==> src/verilog/analog_position_ramp_scaler_map.vh <==
// constants for the position to analogue ramp scaler
// assumes inclusion by bare name from the scaler and direction stage design files of the block
`ifndef ANALOG_POSITION_RAMP_SCALER_MAP_VH
`define ANALOG_POSITION_RAMP_SCALER_MAP_VH

// ****************************************************************
// output kind and range codes
// ****************************************************************
`define KIND_VOLTAGE 1'b0
`define KIND_CURRENT 1'b1
`define RANGE_I_4_20 2'h0
`define RANGE_I_0_20 2'h1
`define RANGE_I_0_24 2'h2
`define RANGE_V_0_5 2'h0
`define RANGE_V_0_10 2'h1
`define RANGE_V_PM5 2'h2
`define RANGE_V_PM10 2'h3

// ****************************************************************
// programming modes
// ****************************************************************
`define MODE_TAUGHT_SINGLE 2'h0
`define MODE_TAUGHT_CYCLIC 2'h1
`define MODE_COUNT_SINGLE 2'h2
`define MODE_COUNT_CYCLIC 2'h3
`define MODE_CYCLIC_BIT 0
`define MODE_COUNTED_BIT 1

// ****************************************************************
// error codes
// ****************************************************************
`define ERR_NONE 2'h0
`define ERR_MIN_STROKE 2'h1
`define ERR_RESOLUTION 2'h2
`define ERR_REVERSAL 2'h3

// ****************************************************************
// converter codes and reset values
// ****************************************************************
`define RAMP_CODE_MIN 16'h0000
`define RAMP_CODE_MAX 16'hFFFF
`define RAMP_CODE_SPAN 16'hFFFF
`define RST_KIND `KIND_VOLTAGE
`define RST_RANGE `RANGE_V_0_5
`define RST_MODE `MODE_TAUGHT_SINGLE
`define RST_OUT_ENABLE 1'b1
`define RST_DIR_INVERTED 1'b0
`define RST_LENGTH 27'h4000000
`define RST_ORIGIN 26'h0000000
`define FULL_RESOLUTION 27'h4000000

`endif

==> src/verilog/analog_position_ramp_scaler.v <==
// position to analogue output ramp scaler: travel definition, teach capture, scaling
// assumes position, commands and configuration are synchronous to i_clk
`include "analog_position_ramp_scaler_map.vh"

module analog_position_ramp_scaler #(
  parameter POS_W = 26,
  parameter CODE_W = 16
) (
  // clock and reset
  input wire i_clk,
  input wire i_reset,
  // position sensing
  input wire [POS_W-1:0] i_raw_position,
  input wire i_complement,
  // configuration, taken on i_cfg_load
  input wire i_cfg_load,
  input wire i_cfg_current,
  input wire [1:0] i_cfg_range,
  input wire [1:0] i_cfg_mode,
  input wire i_cfg_out_enable,
  input wire i_cfg_dir_inverted,
  input wire [POS_W:0] i_travel_length_counts,
  // teach commands
  input wire i_start_teach,
  input wire i_stop_teach,
  // converter side
  output reg [CODE_W-1:0] o_dac_code,
  output wire o_vout_enable,
  output wire o_iout_enable,
  output wire o_kind_current,
  output wire [1:0] o_range,
  // status
  output wire [1:0] o_mode,
  output wire [POS_W-1:0] o_position,
  output wire o_teach_armed,
  output wire [1:0] o_error_code,
  output wire o_travel_done
);

  // ****************************************************************
  // configuration
  // ****************************************************************
  reg kind_q;
  reg [1:0] range_q;
  reg [1:0] mode_q;
  reg out_enable_q;
  reg dir_inverted_q;
  reg [POS_W:0] count_len_q;
  reg [1:0] range_d;
  reg [POS_W:0] count_len_d;

  always @* begin
    range_d = i_cfg_range;
    // the fourth code is no current scale; keep a valid one instead
    if (i_cfg_current && i_cfg_range == 2'h3) begin
      range_d = (range_q == 2'h3) ? `RANGE_I_4_20 : range_q;
    end
    count_len_d = i_travel_length_counts;
    if (i_travel_length_counts == {(POS_W+1){1'b0}}) begin
      count_len_d = count_len_q;
    end else if (i_travel_length_counts > `FULL_RESOLUTION) begin
      count_len_d = `FULL_RESOLUTION;
    end
  end

  always @(posedge i_clk) begin
    if (i_reset) begin
      kind_q <= `RST_KIND;
      range_q <= `RST_RANGE;
      mode_q <= `RST_MODE;
      out_enable_q <= `RST_OUT_ENABLE;
      dir_inverted_q <= `RST_DIR_INVERTED;
      count_len_q <= `RST_LENGTH;
    end else if (i_cfg_load) begin
      kind_q <= i_cfg_current;
      range_q <= range_d;
      mode_q <= i_cfg_mode;
      out_enable_q <= i_cfg_out_enable;
      dir_inverted_q <= i_cfg_dir_inverted;
      count_len_q <= count_len_d;
    end
  end

  wire mode_cyclic = mode_q[`MODE_CYCLIC_BIT];
  wire mode_counted = mode_q[`MODE_COUNTED_BIT];

  // ****************************************************************
  // position
  // ****************************************************************
  // preset is not applied here; the operator re-applies it upstream
  wire [POS_W-1:0] pos;

  position_direction #(
    .POS_W(POS_W)
  ) u_direction (
    .i_clk(i_clk),
    .i_reset(i_reset),
    .i_dir_inverted(dir_inverted_q),
    .i_complement(i_complement),
    .i_raw_position(i_raw_position),
    .o_position(pos)
  );

  // ****************************************************************
  // capture by motion
  // ****************************************************************
  reg [POS_W-1:0] origin_q;
  reg [POS_W:0] taught_len_q;
  reg travel_neg_q;
  reg [POS_W-1:0] cand_origin_q;
  reg [POS_W-1:0] prev_pos_q;
  reg signed [POS_W+1:0] disp_q;
  reg armed_q;
  reg moved_pos_q;
  reg moved_neg_q;
  reg reversed_q;
  reg too_far_q;
  reg [1:0] error_q;
  reg done_q;

  // wrap-aware step between successive positions
  wire [POS_W-1:0] step = pos - prev_pos_q;
  wire signed [POS_W+1:0] disp_next = disp_q + {{2{step[POS_W-1]}}, step};
  wire [POS_W+1:0] disp_abs = disp_next[POS_W+1] ? (~disp_next + 1'b1) : disp_next;
  wire teach_ok = ~mode_counted;
  wire start_cmd = i_start_teach & teach_ok;
  wire stop_cmd = i_stop_teach & teach_ok & armed_q;

  always @(posedge i_clk) begin
    if (i_reset) begin
      origin_q <= `RST_ORIGIN;
      taught_len_q <= `RST_LENGTH;
      travel_neg_q <= 1'b0;
      cand_origin_q <= {POS_W{1'b0}};
      prev_pos_q <= {POS_W{1'b0}};
      disp_q <= {(POS_W+2){1'b0}};
      armed_q <= 1'b0;
      moved_pos_q <= 1'b0;
      moved_neg_q <= 1'b0;
      reversed_q <= 1'b0;
      too_far_q <= 1'b0;
      error_q <= `ERR_NONE;
      done_q <= 1'b0;
    end else begin
      prev_pos_q <= pos;
      done_q <= 1'b0;
      if (stop_cmd) begin
        armed_q <= 1'b0;
        done_q <= 1'b1;
        // failing checks leave origin and length untouched
        if (disp_next == {(POS_W+2){1'b0}}) begin
          error_q <= `ERR_MIN_STROKE;
        end else if (too_far_q || disp_abs >= {1'b0, `FULL_RESOLUTION}) begin
          error_q <= `ERR_RESOLUTION;
        end else if (reversed_q ||
                     (moved_pos_q && disp_next < 0) ||
                     (moved_neg_q && disp_next > 0)) begin
          error_q <= `ERR_REVERSAL;
        end else begin
          error_q <= `ERR_NONE;
          origin_q <= cand_origin_q;
          taught_len_q <= disp_abs[POS_W:0] + 1'b1;
          travel_neg_q <= disp_next[POS_W+1];
        end
      end else if (start_cmd) begin
        // the axis is expected at the origin now and moved afterwards
        cand_origin_q <= pos;
        disp_q <= {(POS_W+2){1'b0}};
        armed_q <= 1'b1;
        moved_pos_q <= 1'b0;
        moved_neg_q <= 1'b0;
        reversed_q <= 1'b0;
        too_far_q <= 1'b0;
        error_q <= `ERR_NONE;
      end else if (armed_q) begin
        disp_q <= disp_next;
        if (disp_next > 0) begin
          moved_pos_q <= 1'b1;
        end
        if (disp_next < 0) begin
          moved_neg_q <= 1'b1;
        end
        if ((moved_pos_q && disp_next < 0) || (moved_neg_q && disp_next > 0)) begin
          reversed_q <= 1'b1;
        end
        // sticky so that a later wrap of the accumulator cannot hide it
        if (disp_abs >= {1'b0, `FULL_RESOLUTION}) begin
          too_far_q <= 1'b1;
        end
      end
      if (mode_counted) begin
        armed_q <= 1'b0;
      end
    end
  end

  // ****************************************************************
  // effective travel
  // ****************************************************************
  wire [POS_W-1:0] eff_origin = mode_counted ? {POS_W{1'b0}} : origin_q;
  wire [POS_W:0] eff_len = mode_counted ? count_len_q : taught_len_q;
  wire eff_neg = ~mode_counted & travel_neg_q;
  wire [POS_W:0] len_m1 = eff_len - 1'b1;
  wire signed [POS_W:0] ofs = eff_neg ? ({1'b0, eff_origin} - {1'b0, pos}) :
                                        ({1'b0, pos} - {1'b0, eff_origin});

  // ****************************************************************
  // scaling sequence
  // ****************************************************************
  localparam ST_IDLE = 2'd0;
  localparam ST_MOD = 2'd1;
  localparam ST_SCALE = 2'd2;
  localparam NUM_W = POS_W + CODE_W;

  reg [1:0] state_q;
  reg div_start_q;
  reg [NUM_W-1:0] div_num_q;
  reg [POS_W:0] div_den_q;
  reg [CODE_W-1:0] code_q;
  wire div_done;
  wire [NUM_W-1:0] div_quot;
  wire [POS_W:0] div_rem;
  wire [NUM_W:0] ofs_prod = {1'b0, ofs[POS_W-1:0], {CODE_W{1'b0}}} -
                            {{(CODE_W+1){1'b0}}, ofs[POS_W-1:0]};
  wire [NUM_W:0] rem_prod = {1'b0, div_rem[POS_W-1:0], {CODE_W{1'b0}}} -
                            {{(CODE_W+1){1'b0}}, div_rem[POS_W-1:0]};

  ramp_divider #(
    .NUM_W(NUM_W),
    .DEN_W(POS_W + 1),
    .CNT_W(6)
  ) u_divider (
    .i_clk(i_clk),
    .i_reset(i_reset),
    .i_start(div_start_q),
    .i_num(div_num_q),
    .i_den(div_den_q),
    .o_done(div_done),
    .o_quot(div_quot),
    .o_rem(div_rem)
  );

  // the long division trades latency for area; the code lags motion by ~90 cycles in cyclic modes, ~45 in single ones
  always @(posedge i_clk) begin
    if (i_reset) begin
      state_q <= ST_IDLE;
      div_start_q <= 1'b0;
      div_num_q <= {NUM_W{1'b0}};
      div_den_q <= {(POS_W+1){1'b0}};
      code_q <= `RAMP_CODE_MIN;
    end else begin
      div_start_q <= 1'b0;
      case (state_q)
        ST_IDLE: begin
          if (mode_cyclic) begin
            div_num_q <= {{CODE_W{1'b0}}, ofs[POS_W-1:0]};
            div_den_q <= eff_len;
            div_start_q <= 1'b1;
            state_q <= ST_MOD;
          end else if (ofs < 0) begin
            code_q <= `RAMP_CODE_MIN;
          end else if (ofs >= $signed(len_m1)) begin
            code_q <= `RAMP_CODE_MAX;
          end else begin
            div_num_q <= ofs_prod[NUM_W-1:0];
            div_den_q <= len_m1;
            div_start_q <= 1'b1;
            state_q <= ST_SCALE;
          end
        end
        ST_MOD: begin
          if (div_done) begin
            if (len_m1 == {(POS_W+1){1'b0}}) begin
              code_q <= `RAMP_CODE_MIN;
              state_q <= ST_IDLE;
            end else begin
              div_num_q <= rem_prod[NUM_W-1:0];
              div_den_q <= len_m1;
              div_start_q <= 1'b1;
              state_q <= ST_SCALE;
            end
          end
        end
        ST_SCALE: begin
          if (div_done) begin
            code_q <= `RAMP_CODE_MIN + div_quot[CODE_W-1:0];
            state_q <= ST_IDLE;
          end
        end
        default: begin
          state_q <= ST_IDLE;
        end
      endcase
    end
  end

  // ****************************************************************
  // converter outputs
  // ****************************************************************
  always @(posedge i_clk) begin
    if (i_reset) begin
      o_dac_code <= `RAMP_CODE_MIN;
    end else if (out_enable_q) begin
      o_dac_code <= code_q;
    end else begin
      o_dac_code <= `RAMP_CODE_MIN;
    end
  end

  assign o_vout_enable = out_enable_q & (kind_q == `KIND_VOLTAGE);
  assign o_iout_enable = out_enable_q & (kind_q == `KIND_CURRENT);
  assign o_kind_current = kind_q;
  assign o_range = range_q;
  assign o_mode = mode_q;
  assign o_position = pos;
  assign o_teach_armed = armed_q;
  assign o_error_code = error_q;
  assign o_travel_done = done_q;

endmodule

==> src/verilog/position_direction.v <==
// position direction stage: applies the counting direction to the sensor position
// assumes a 26-bit absolute position synchronous to i_clk
`include "analog_position_ramp_scaler_map.vh"

module position_direction #(
  parameter POS_W = 26
) (
  // clock and reset
  input wire i_clk,
  input wire i_reset,
  // controls
  input wire i_dir_inverted,
  input wire i_complement,
  // positions
  input wire [POS_W-1:0] i_raw_position,
  output reg [POS_W-1:0] o_position
);

  // ****************************************************************
  // direction
  // ****************************************************************
  // either inversion alone reverses the count, both cancel out
  wire invert = i_dir_inverted ^ i_complement;

  always @(posedge i_clk) begin
    if (i_reset) begin
      o_position <= {POS_W{1'b0}};
    end else if (invert) begin
      o_position <= ~i_raw_position;
    end else begin
      o_position <= i_raw_position;
    end
  end

endmodule

==> src/verilog/ramp_divider.v <==
// sequential restoring divider, one quotient bit per clock
// assumes the caller never starts with a zero divisor and waits for done
module ramp_divider #(
  parameter NUM_W = 42,
  parameter DEN_W = 27,
  parameter CNT_W = 6
) (
  // clock and reset
  input wire i_clk,
  input wire i_reset,
  // request
  input wire i_start,
  input wire [NUM_W-1:0] i_num,
  input wire [DEN_W-1:0] i_den,
  // answer
  output wire o_done,
  output wire [NUM_W-1:0] o_quot,
  output wire [DEN_W-1:0] o_rem
);

  // ****************************************************************
  // iteration
  // ****************************************************************
  reg [NUM_W-1:0] quot_q;
  reg [DEN_W:0] rem_q;
  reg [DEN_W-1:0] den_q;
  reg [CNT_W-1:0] cnt_q;
  reg busy_q;
  reg done_q;
  wire [DEN_W:0] trial = {rem_q[DEN_W-1:0], quot_q[NUM_W-1]};
  wire [DEN_W:0] diff = trial - {1'b0, den_q};
  wire fits = (trial >= {1'b0, den_q});

  always @(posedge i_clk) begin
    if (i_reset) begin
      quot_q <= {NUM_W{1'b0}};
      rem_q <= {(DEN_W+1){1'b0}};
      den_q <= {DEN_W{1'b0}};
      cnt_q <= {CNT_W{1'b0}};
      busy_q <= 1'b0;
      done_q <= 1'b0;
    end else begin
      done_q <= 1'b0;
      if (i_start) begin
        quot_q <= i_num;
        rem_q <= {(DEN_W+1){1'b0}};
        den_q <= i_den;
        cnt_q <= NUM_W[CNT_W-1:0];
        busy_q <= 1'b1;
      end else if (busy_q) begin
        quot_q <= {quot_q[NUM_W-2:0], fits};
        rem_q <= fits ? diff : trial;
        cnt_q <= cnt_q - {{(CNT_W-1){1'b0}}, 1'b1};
        if (cnt_q == {{(CNT_W-1){1'b0}}, 1'b1}) begin
          busy_q <= 1'b0;
          done_q <= 1'b1;
        end
      end
    end
  end

  assign o_done = done_q;
  assign o_quot = quot_q;
  assign o_rem = rem_q[DEN_W-1:0];

endmodule

==> config.mk <==
export PLATFORM = sky130hd
export DESIGN_NAME = analog_position_ramp_scaler
export DESIGN_NICKNAME = d
export VERILOG_FILES = /design/src/verilog/analog_position_ramp_scaler.v /design/src/verilog/position_direction.v /design/src/verilog/ramp_divider.v
export VERILOG_INCLUDE_DIRS = /design/src /design/src/verilog
export SDC_FILE = /design/constraint.sdc
export NUM_CORES = 1
export LEC_CHECK = 0
export ABC_AREA = 1
export BUFFER_PORTS_ARGS = -buffer_cell sky130_fd_sc_hd__buf_2
export CAP_MARGIN = 20
export CORE_ASPECT_RATIO = 0.75
export CORE_UTILIZATION = 35
export CTS_BUF_LIST = sky130_fd_sc_hd__clkbuf_4 sky130_fd_sc_hd__clkbuf_8
export CTS_CLUSTER_SIZE = 40
export DETAILED_ROUTE_END_ITERATION = 12
export PLACE_DENSITY = 0.52
export SKIP_LAST_GASP = 1
export SLEW_MARGIN = 10
export SYNTH_ARGS = -nofsm -noshare
export SYNTH_HDL_FRONTEND = slang
export SYNTH_SLANG_ARGS = --single-unit
==> constraint.sdc <==
create_clock -name i_clk -period 6.8 [get_ports i_clk]
set_input_delay 1.36 -clock i_clk [delete_from_list [all_inputs] [get_ports i_clk]]
set_output_delay 1.36 -clock i_clk [all_outputs]
set_load 0.005 [all_outputs]
==> metrics.txt, run 1 <==
Syn Area/Cell 6.22 sq um; final setup TNS 0 ns; Hold Startpoint code_q[8]; total gr overflow 0; Post-Synthesis Cell Area 30,100 sq um; TritonCTS clock tree done; post-synthesis cell count 4,842; vias in the first global route 28,909; num rows 92; RSZ-0062 raised after global routing no; vias 31,853; Post-synth EDFFs 0; asr flop ratio synth 0%; root buffer cell clkbuf_8; status finished, final reports clean; first-pass GRT wire length 171 mm; Setup Viol. Count Final 0; Synth Net Count 5,106; largest net degree at the start of global routing 97; P_leak 0.0164 uW; IO buf count 118; Max VDD drop 0.484 mV; CP Data Arrival Time 6.90 ns; Worst R2R Start u_direction.o_position[0]; Clock Path Buffers 3; CP max FO 14; HP Class register to register; Final period util 92.4%; Post-Route WL 110 mm; DIE AREA 87,200 sq um; # IOs 119; WHS Path Cells 2; H-Tree Depth 3; hold buffer count at cts 0; Synth Warn # 0; PwrDens 589 nW/um^2; Critical Path RT 7.42 ns; worst slew pin tran 1.20 ns; die height 256 microns; Starting Density 35.6%; Inserted Clock Buffers 75; Slew Limit Headroom 17.6%; Residual DRC 0; initial antenna violation count 3; Reg clk slew, reported paths 0.06 ns; Max Clock Freq 159 MHz; postcts setup bufs 0; fraction of layout instances using a drive strength above 1 7.42%; r2r endpoint taught_len_q[18]; Wirelength per Cell 18.1 microns; Seq/Total Area, Yosys 27.3%; Clock Latency Late Sink 0.70 ns; fin crit period 6.28 ns; overall power 19,700 uW; startpoint types register; post-synth cell types 60; Post-DP HPWL 86.2 mm; Main synth FF type dfxtp_1; Pre-Repair DR Iteration Count 6; max-slew violations 0; Worst Hold End o_dac_code[8]; Worst setup EP type register; Die Wd 341 microns; final hold viol count 0; hold slack 0.428 ns; RD Place Congestion 0.971; critical path class register to register; flop2flop setup slack 0.52 ns; CORE AREA 84,600 sq um; vias per cell 5.22; R2R cell count 27; Iter 0 DRT Violations 3,107; Finished Core Util 39.5%; Post-DRT Antenna Nets 0; total track usage 24.9%; max-cap violation count 0; clk sinks 410; number of synthesized register bits 410; area grow syn2layout 11.1%; final-stage net count 5,176; worst clock skew 0.0433 ns
==> synthesized netlist by cell type (10+ instances only) <==
cell type | number | share of area (%)
nand2_1 | 1155 | 14
inv_1 | 631 | 7.9
nor2_1 | 577 | 7.2
a21oi_1 | 480 | 8.0
dfxtp_1 | 410 | 27
o21ai_0 | 345 | 5.7
nand3_1 | 309 | 5.1
ha_1 | 193 | 8.0
clkbuf_1 | 121 | 1.5
xor2_1 | 101 | 2.9
nor3_1 | 90 | 1.5
nand4_1 | 70 | 1.5
o221ai_1 | 43 | 1.3
xnor2_1 | 39 | 1.1
buf_2 | 27 | 0.45
nand3b_1 | 21 | 0.52
o211ai_1 | 17 | 0.42
nor4_1 | 16 | 0.33
nand2_2 | 15 | 0.31
a31oi_1 | 13 | 0.27
nor2_2 | 12 | 0.25
buf_4 | 10 | 0.25
==> layer usage <==
layer	part of all wire (%)	vias up	track usage, %
met5	0.087	-	1.04
met4	1.6	2	5.16
met3	9.0	129	5.37
met2	37	1087	33.2
li1	-	15993	-
met1	52	14642	39.3
==> layout make-up <==
class / instances / area (sq um)
sequential: 410 / 8210
timing repair buffer: 164 / 983
multi-input combinational: 3619 / 18800
clock inverter: 22 / 185
inverter: 642 / 2410
tap: 1128 / 1410
fill: 9339 / 51200
clock buffer: 114 / 1460
antenna: 1 / 2.50
==> critical path, stage by stage, from the launching register on <==
cell and delay, ns:
dfxtp_1 0.36, inv_1 0.09, ha_1 0.23, fa_1 0.40, nand3b_1 0.19, nor2_1 0.09
nor2_1 0.09, o21ai_2 0.20, xor2_1 0.49, ha_1 0.28, nand2_1 0.20, nor2_1 0.41
nand3_1 0.25, nand3_1 0.27, nand2_1 0.08, nand2_1 0.24, nand2_1 0.15, inv_1 0.07
nand3_1 0.09, nor2_1 0.24, nand3_1 0.17, nor3_1 0.53, a21oi_1 0.20, nand3_2 0.16
nor2_4 0.05, inv_1 0.41, nand2_1 0.11, a21oi_1 0.15
==> report_power, final <==
| part | total [uW] | switching [uW] | leakage (uW) | internal (uW) |
|---|---|---|---|---|
| Combinational | 13600 | 9520 | 0.0121 | 4090 |
| Sequential | 3490 | 494 | 0.00336 | 2990 |
| Clock | 2590 | 1140 | 0.000854 | 1450 |
| Total | 19700 | 11200 | 0.0164 | 8530 |
==> logic make-up after synthesis <==
logic type / count (synthesis) / synth area share, %
AO/OA/AOI/OAI: 967 / 17.4
XOR/XNOR: 141 / 4.13
adder cells (fa/ha/maj): 198 / 8.35
buffers and inverters: 813 / 10.5
flip-flops: 410 / 27.3
multiplexers: 7 / 0.233
AND/OR/NAND/NOR: 2306 / 32.2
==> worst max path at each step <==
stage	startpoint	to	slack (ns)
2_1_floorplan	o_mode[1]	code_q[11]	1.70
3_3_place_gp	u_direction.o_position[0]	taught_len_q[24]	0.49
3_5_place_dp	u_direction.o_position[0]	origin_q[12]	0.33
4_1_cts	u_direction.o_position[0]	origin_q[11]	0.27
5_1_grt	u_direction.o_position[11]	taught_len_q[20]	0.02
6_report	u_direction.o_position[0]	taught_len_q[18]	0.52
==> metrics by stage <==
| stage | cell area [sq um] | setup WS (ns) | cells |
|---|---|---|---|
| final | 33400 | 0.520 | 6100 |
| after global routing | 33400 | 0.0230 | 6100 |
| after CTS | 33400 | 0.270 | 6099 |
| after detailed placement | 31800 | 0.328 | 5963 |
| after global placement | 31800 | 0.491 | 5962 |
| after floorplan | 30100 | 1.70 | 4842 |
==> cell usage in the layout (no fill, tap or decap), drive strengths merged, types with 40 or more instances in the layout <==
cell,count
a21oi,480
buf,164
clkbuf,114
dfxtp,410
ha,193
inv,640
nand2,1170
nand3,316
nand4,72
nor2,592
nor3,92
o21ai,355
o221ai,43
xnor2,40
xor2,101
==> registers in the layout (all words and copies together), names as in the netlist, 27 cells and up <==
register	flops
u_divider.o_quot	42
u_divider.rem_q	27
count_len_q	27
u_divider.den_q	27
taught_len_q	27
div_den_q	27
disp_q	28
div_num_q	42
==> what timing repair did <==
action | 4_1_cts | 5_1_grt
endpoints found under the setup margin | 0 | 55
hold endpoints to repair | 0 | 0
resized for setup | 0 | 7
(Power assumes the default switching activity.)
==> inputs of run 2 (changes only) <==
Settings changed: PLACE_DENSITY 0.52 to default, PLACE_DENSITY_LB_ADDON from default to 0.08.
==> run 2 against run 1 <==
  * Final area about the same
  * Worst setup slack better by 0.11 ns
  * Global-route usage up 0.96 points
  * Fmax up 1.7%
  * Largest power group unchanged
  * Non-clock buffer count up 8
  * Via count up 0.24%
  * Critical path type unchanged
  * Count of clock-buffer cells in the layout down 5
  * Critical path depth up 5
  * First-iteration DRC count down 6.4%
==> metrics.txt, run 2 (synthesized netlist as in run 1, its figures left out) <==
WHS Path Cells 2 (unchanged); fin crit period 6.17 ns (-0.105 ns); H-Tree Depth 3 (unchanged); Post-DP HPWL 90.1 mm (+4.6%); Residual DRC 0 (unchanged); TritonCTS clock tree done; Slew Limit Headroom 25.9% (+8.3 points); PwrDens 590 nW/um^2 (+0.31%); first-pass GRT wire length 176 mm (+3.2%); CP max stage delay 0.48 ns (-0.05 ns); commonest non-fill, non-tap cells in the layout nand2_1 (1,155), inv_1 (630), nor2_1 (573), a21oi_1 (479), dfxtp_1 (409); Hold Startpoint code_q[11]; area grow syn2layout 11.2% (about the same); critical path capture point origin_q[13]; final-stage net count 5,184 (+0.15%); CP delay by family, top simple AND/OR/NAND/NOR gates; startpoint types register; final setup TNS 0 ns (unchanged); max-slew violations 0 (unchanged); worst slew pin tran 1.08 ns (-0.121 ns); Starting Density 35.6% (unchanged); Inserted Clock Buffers 75 (unchanged); R2R cell count 32 (+19%); Clock Path Buffers 3 (unchanged); RSZ-0062 raised after global routing no; flop2flop setup slack 0.63 ns (+0.11 ns); total gr overflow 0 (unchanged); Critical Path RT 7.43 ns (about the same); vias per cell 5.23 (+0.20%); Worst R2R Start u_direction.o_position[0]; Iter 0 DRT Violations 2,907 (-6.4%); root buffer cell clkbuf_8; total track usage 25.8% (+0.96 points); P_leak 0.0164 uW (about the same); Post-Route WL 115 mm (+4.2%); Final period util 90.8% (-1.5 points); vias in the first global route 29,331 (+1.5%); CP max FO 42 (+28); fraction of layout instances using a drive strength above 1 7.39% (-0.036 points); Die Wd 341 microns (unchanged); HP Class register to register; slowest CP cell xor2_1; postcts setup bufs 0 (unchanged); worst clock skew 0.0449 ns (+0.00152 ns); Max Clock Freq 162 MHz (+1.7%); CP most frequent cell nand2_1; die height 256 microns (unchanged); Post-DRT Antenna Nets 0 (unchanged); Max VDD drop 0.545 mV (+13%); largest net degree at the start of global routing 80 (-18%); crit path buf inv count 5 (+2); Worst path depth 32 (+19%); RD Place Congestion 0.979 (+0.91%); Setup WS post-layout 0.625 ns (+0.105 ns); status finished, final reports clean; pre-CTS setup slack 0.331 ns (+0.00231 ns); Clock Latency Late Sink 0.71 ns (about the same); Setup Viol. Count Final 0 (unchanged); r2r endpoint origin_q[13]; num rows 92 (unchanged); Critical path origin u_direction.o_position[0]; final hold viol count 0 (unchanged); # IOs 119 (unchanged); Pre-Repair DR Iteration Count 6 (unchanged); most common cell after layout, fill and taps aside nand2_1; max-cap violation count 0 (unchanged); initial antenna violation count 2 (-1); DIE AREA 87,200 sq um (unchanged); CP Data Arrival Time 6.80 ns (-0.10 ns); CORE AREA 84,600 sq um (unchanged); Wirelength per Cell 18.9 microns (+4.2%); Worst setup EP type register; IO buf count 118 (unchanged); clk sinks 410 (unchanged); critical path class register to register; Reg clk slew, reported paths 0.06 ns (about the same); vias 31,928 (+0.24%)
==> run 2: changes by cell type in the layout (fill, tap and decap cells not counted), sizes merged <==
| cell | previous run | this run |
|---|---|---|
| diode | 1 | 6 |
| clkinv | 15 | 11 |
| inv | 640 | 641 |
| clkbuf | 114 | 109 |
| buf | 164 | 172 |
| clkinvlp | 7 | 4 |
==> run 2: stage by stage <==
stage / power [uW] / area (sq um) / utilization, % / cells / hold slack, ns
CTS: 19500 / 33400 / 39.5 / 6095 / 0.426
global route: 21600 / 33500 / 39.6 / 6101 / 0.446
global placement: 17000 / 31800 / 37.6 / 5969 / 0.417
floorplan: 12900 / 30100 / - / 4842 / 0.408
finish: 19800 / 33500 / 39.6 / 6102 / 0.422
detailed placement: 16900 / 31800 / 37.6 / 5970 / 0.418
==> run 2: layout make-up <==
class | count | area (sq um)
well taps | 1128 | 1410
diodes | 6 | 15.0
clock inverters | 16 | 168
flip-flops and latches | 410 | 8210
fillers | 9457 | 51100
multi-input cells | 3619 | 18800
inverters | 642 | 2410
clock buffers | 109 | 1380
repair buffers | 172 | 1060
==> run 2: power breakdown <==
part / total, uW / internal [uW] / leakage (uW) / switching, uW
Combinational: 13700 / 4120 / 0.0122 / 9600
Clock: 2510 / 1380 / 0.000810 / 1130
Sequential: 3530 / 2990 / 0.00336 / 536
Total: 19800 / 8490 / 0.0164 / 11300
==> run 2: per-layer routing <==
metal,up-vias,GRT usage (%),share of wire [%]
met5,-,0,0
met2,989,33.9,37
met3,119,4.13,7.3
li1,15995,-,-
met1,14825,42.4,54
met4,0,5.08,1.6
==> run 2: how the worst min path moves through the flow <==
stage                     endpoint
floorplan            o_dac_code[0]
global placement     o_dac_code[7]
detailed placement  o_dac_code[11]
CTS                 o_dac_code[11]
global route        o_dac_code[11]
finish              o_dac_code[11]
==> run 2: worst min-delay path: cells and delay by family (launching register included) <==
| family | cells | cell delay [ns] |
|---|---|---|
| and+or+nand+nor | 1 | 0.03 |
| DFF | 1 | 0.30 |
| buffers and inverters | 1 | 0.04 |
==> run 2: what timing repair did <==
action,in CTS,in global routing
resized for setup,0,13
setup endpoints to repair,0,54
hold buffers,0,0
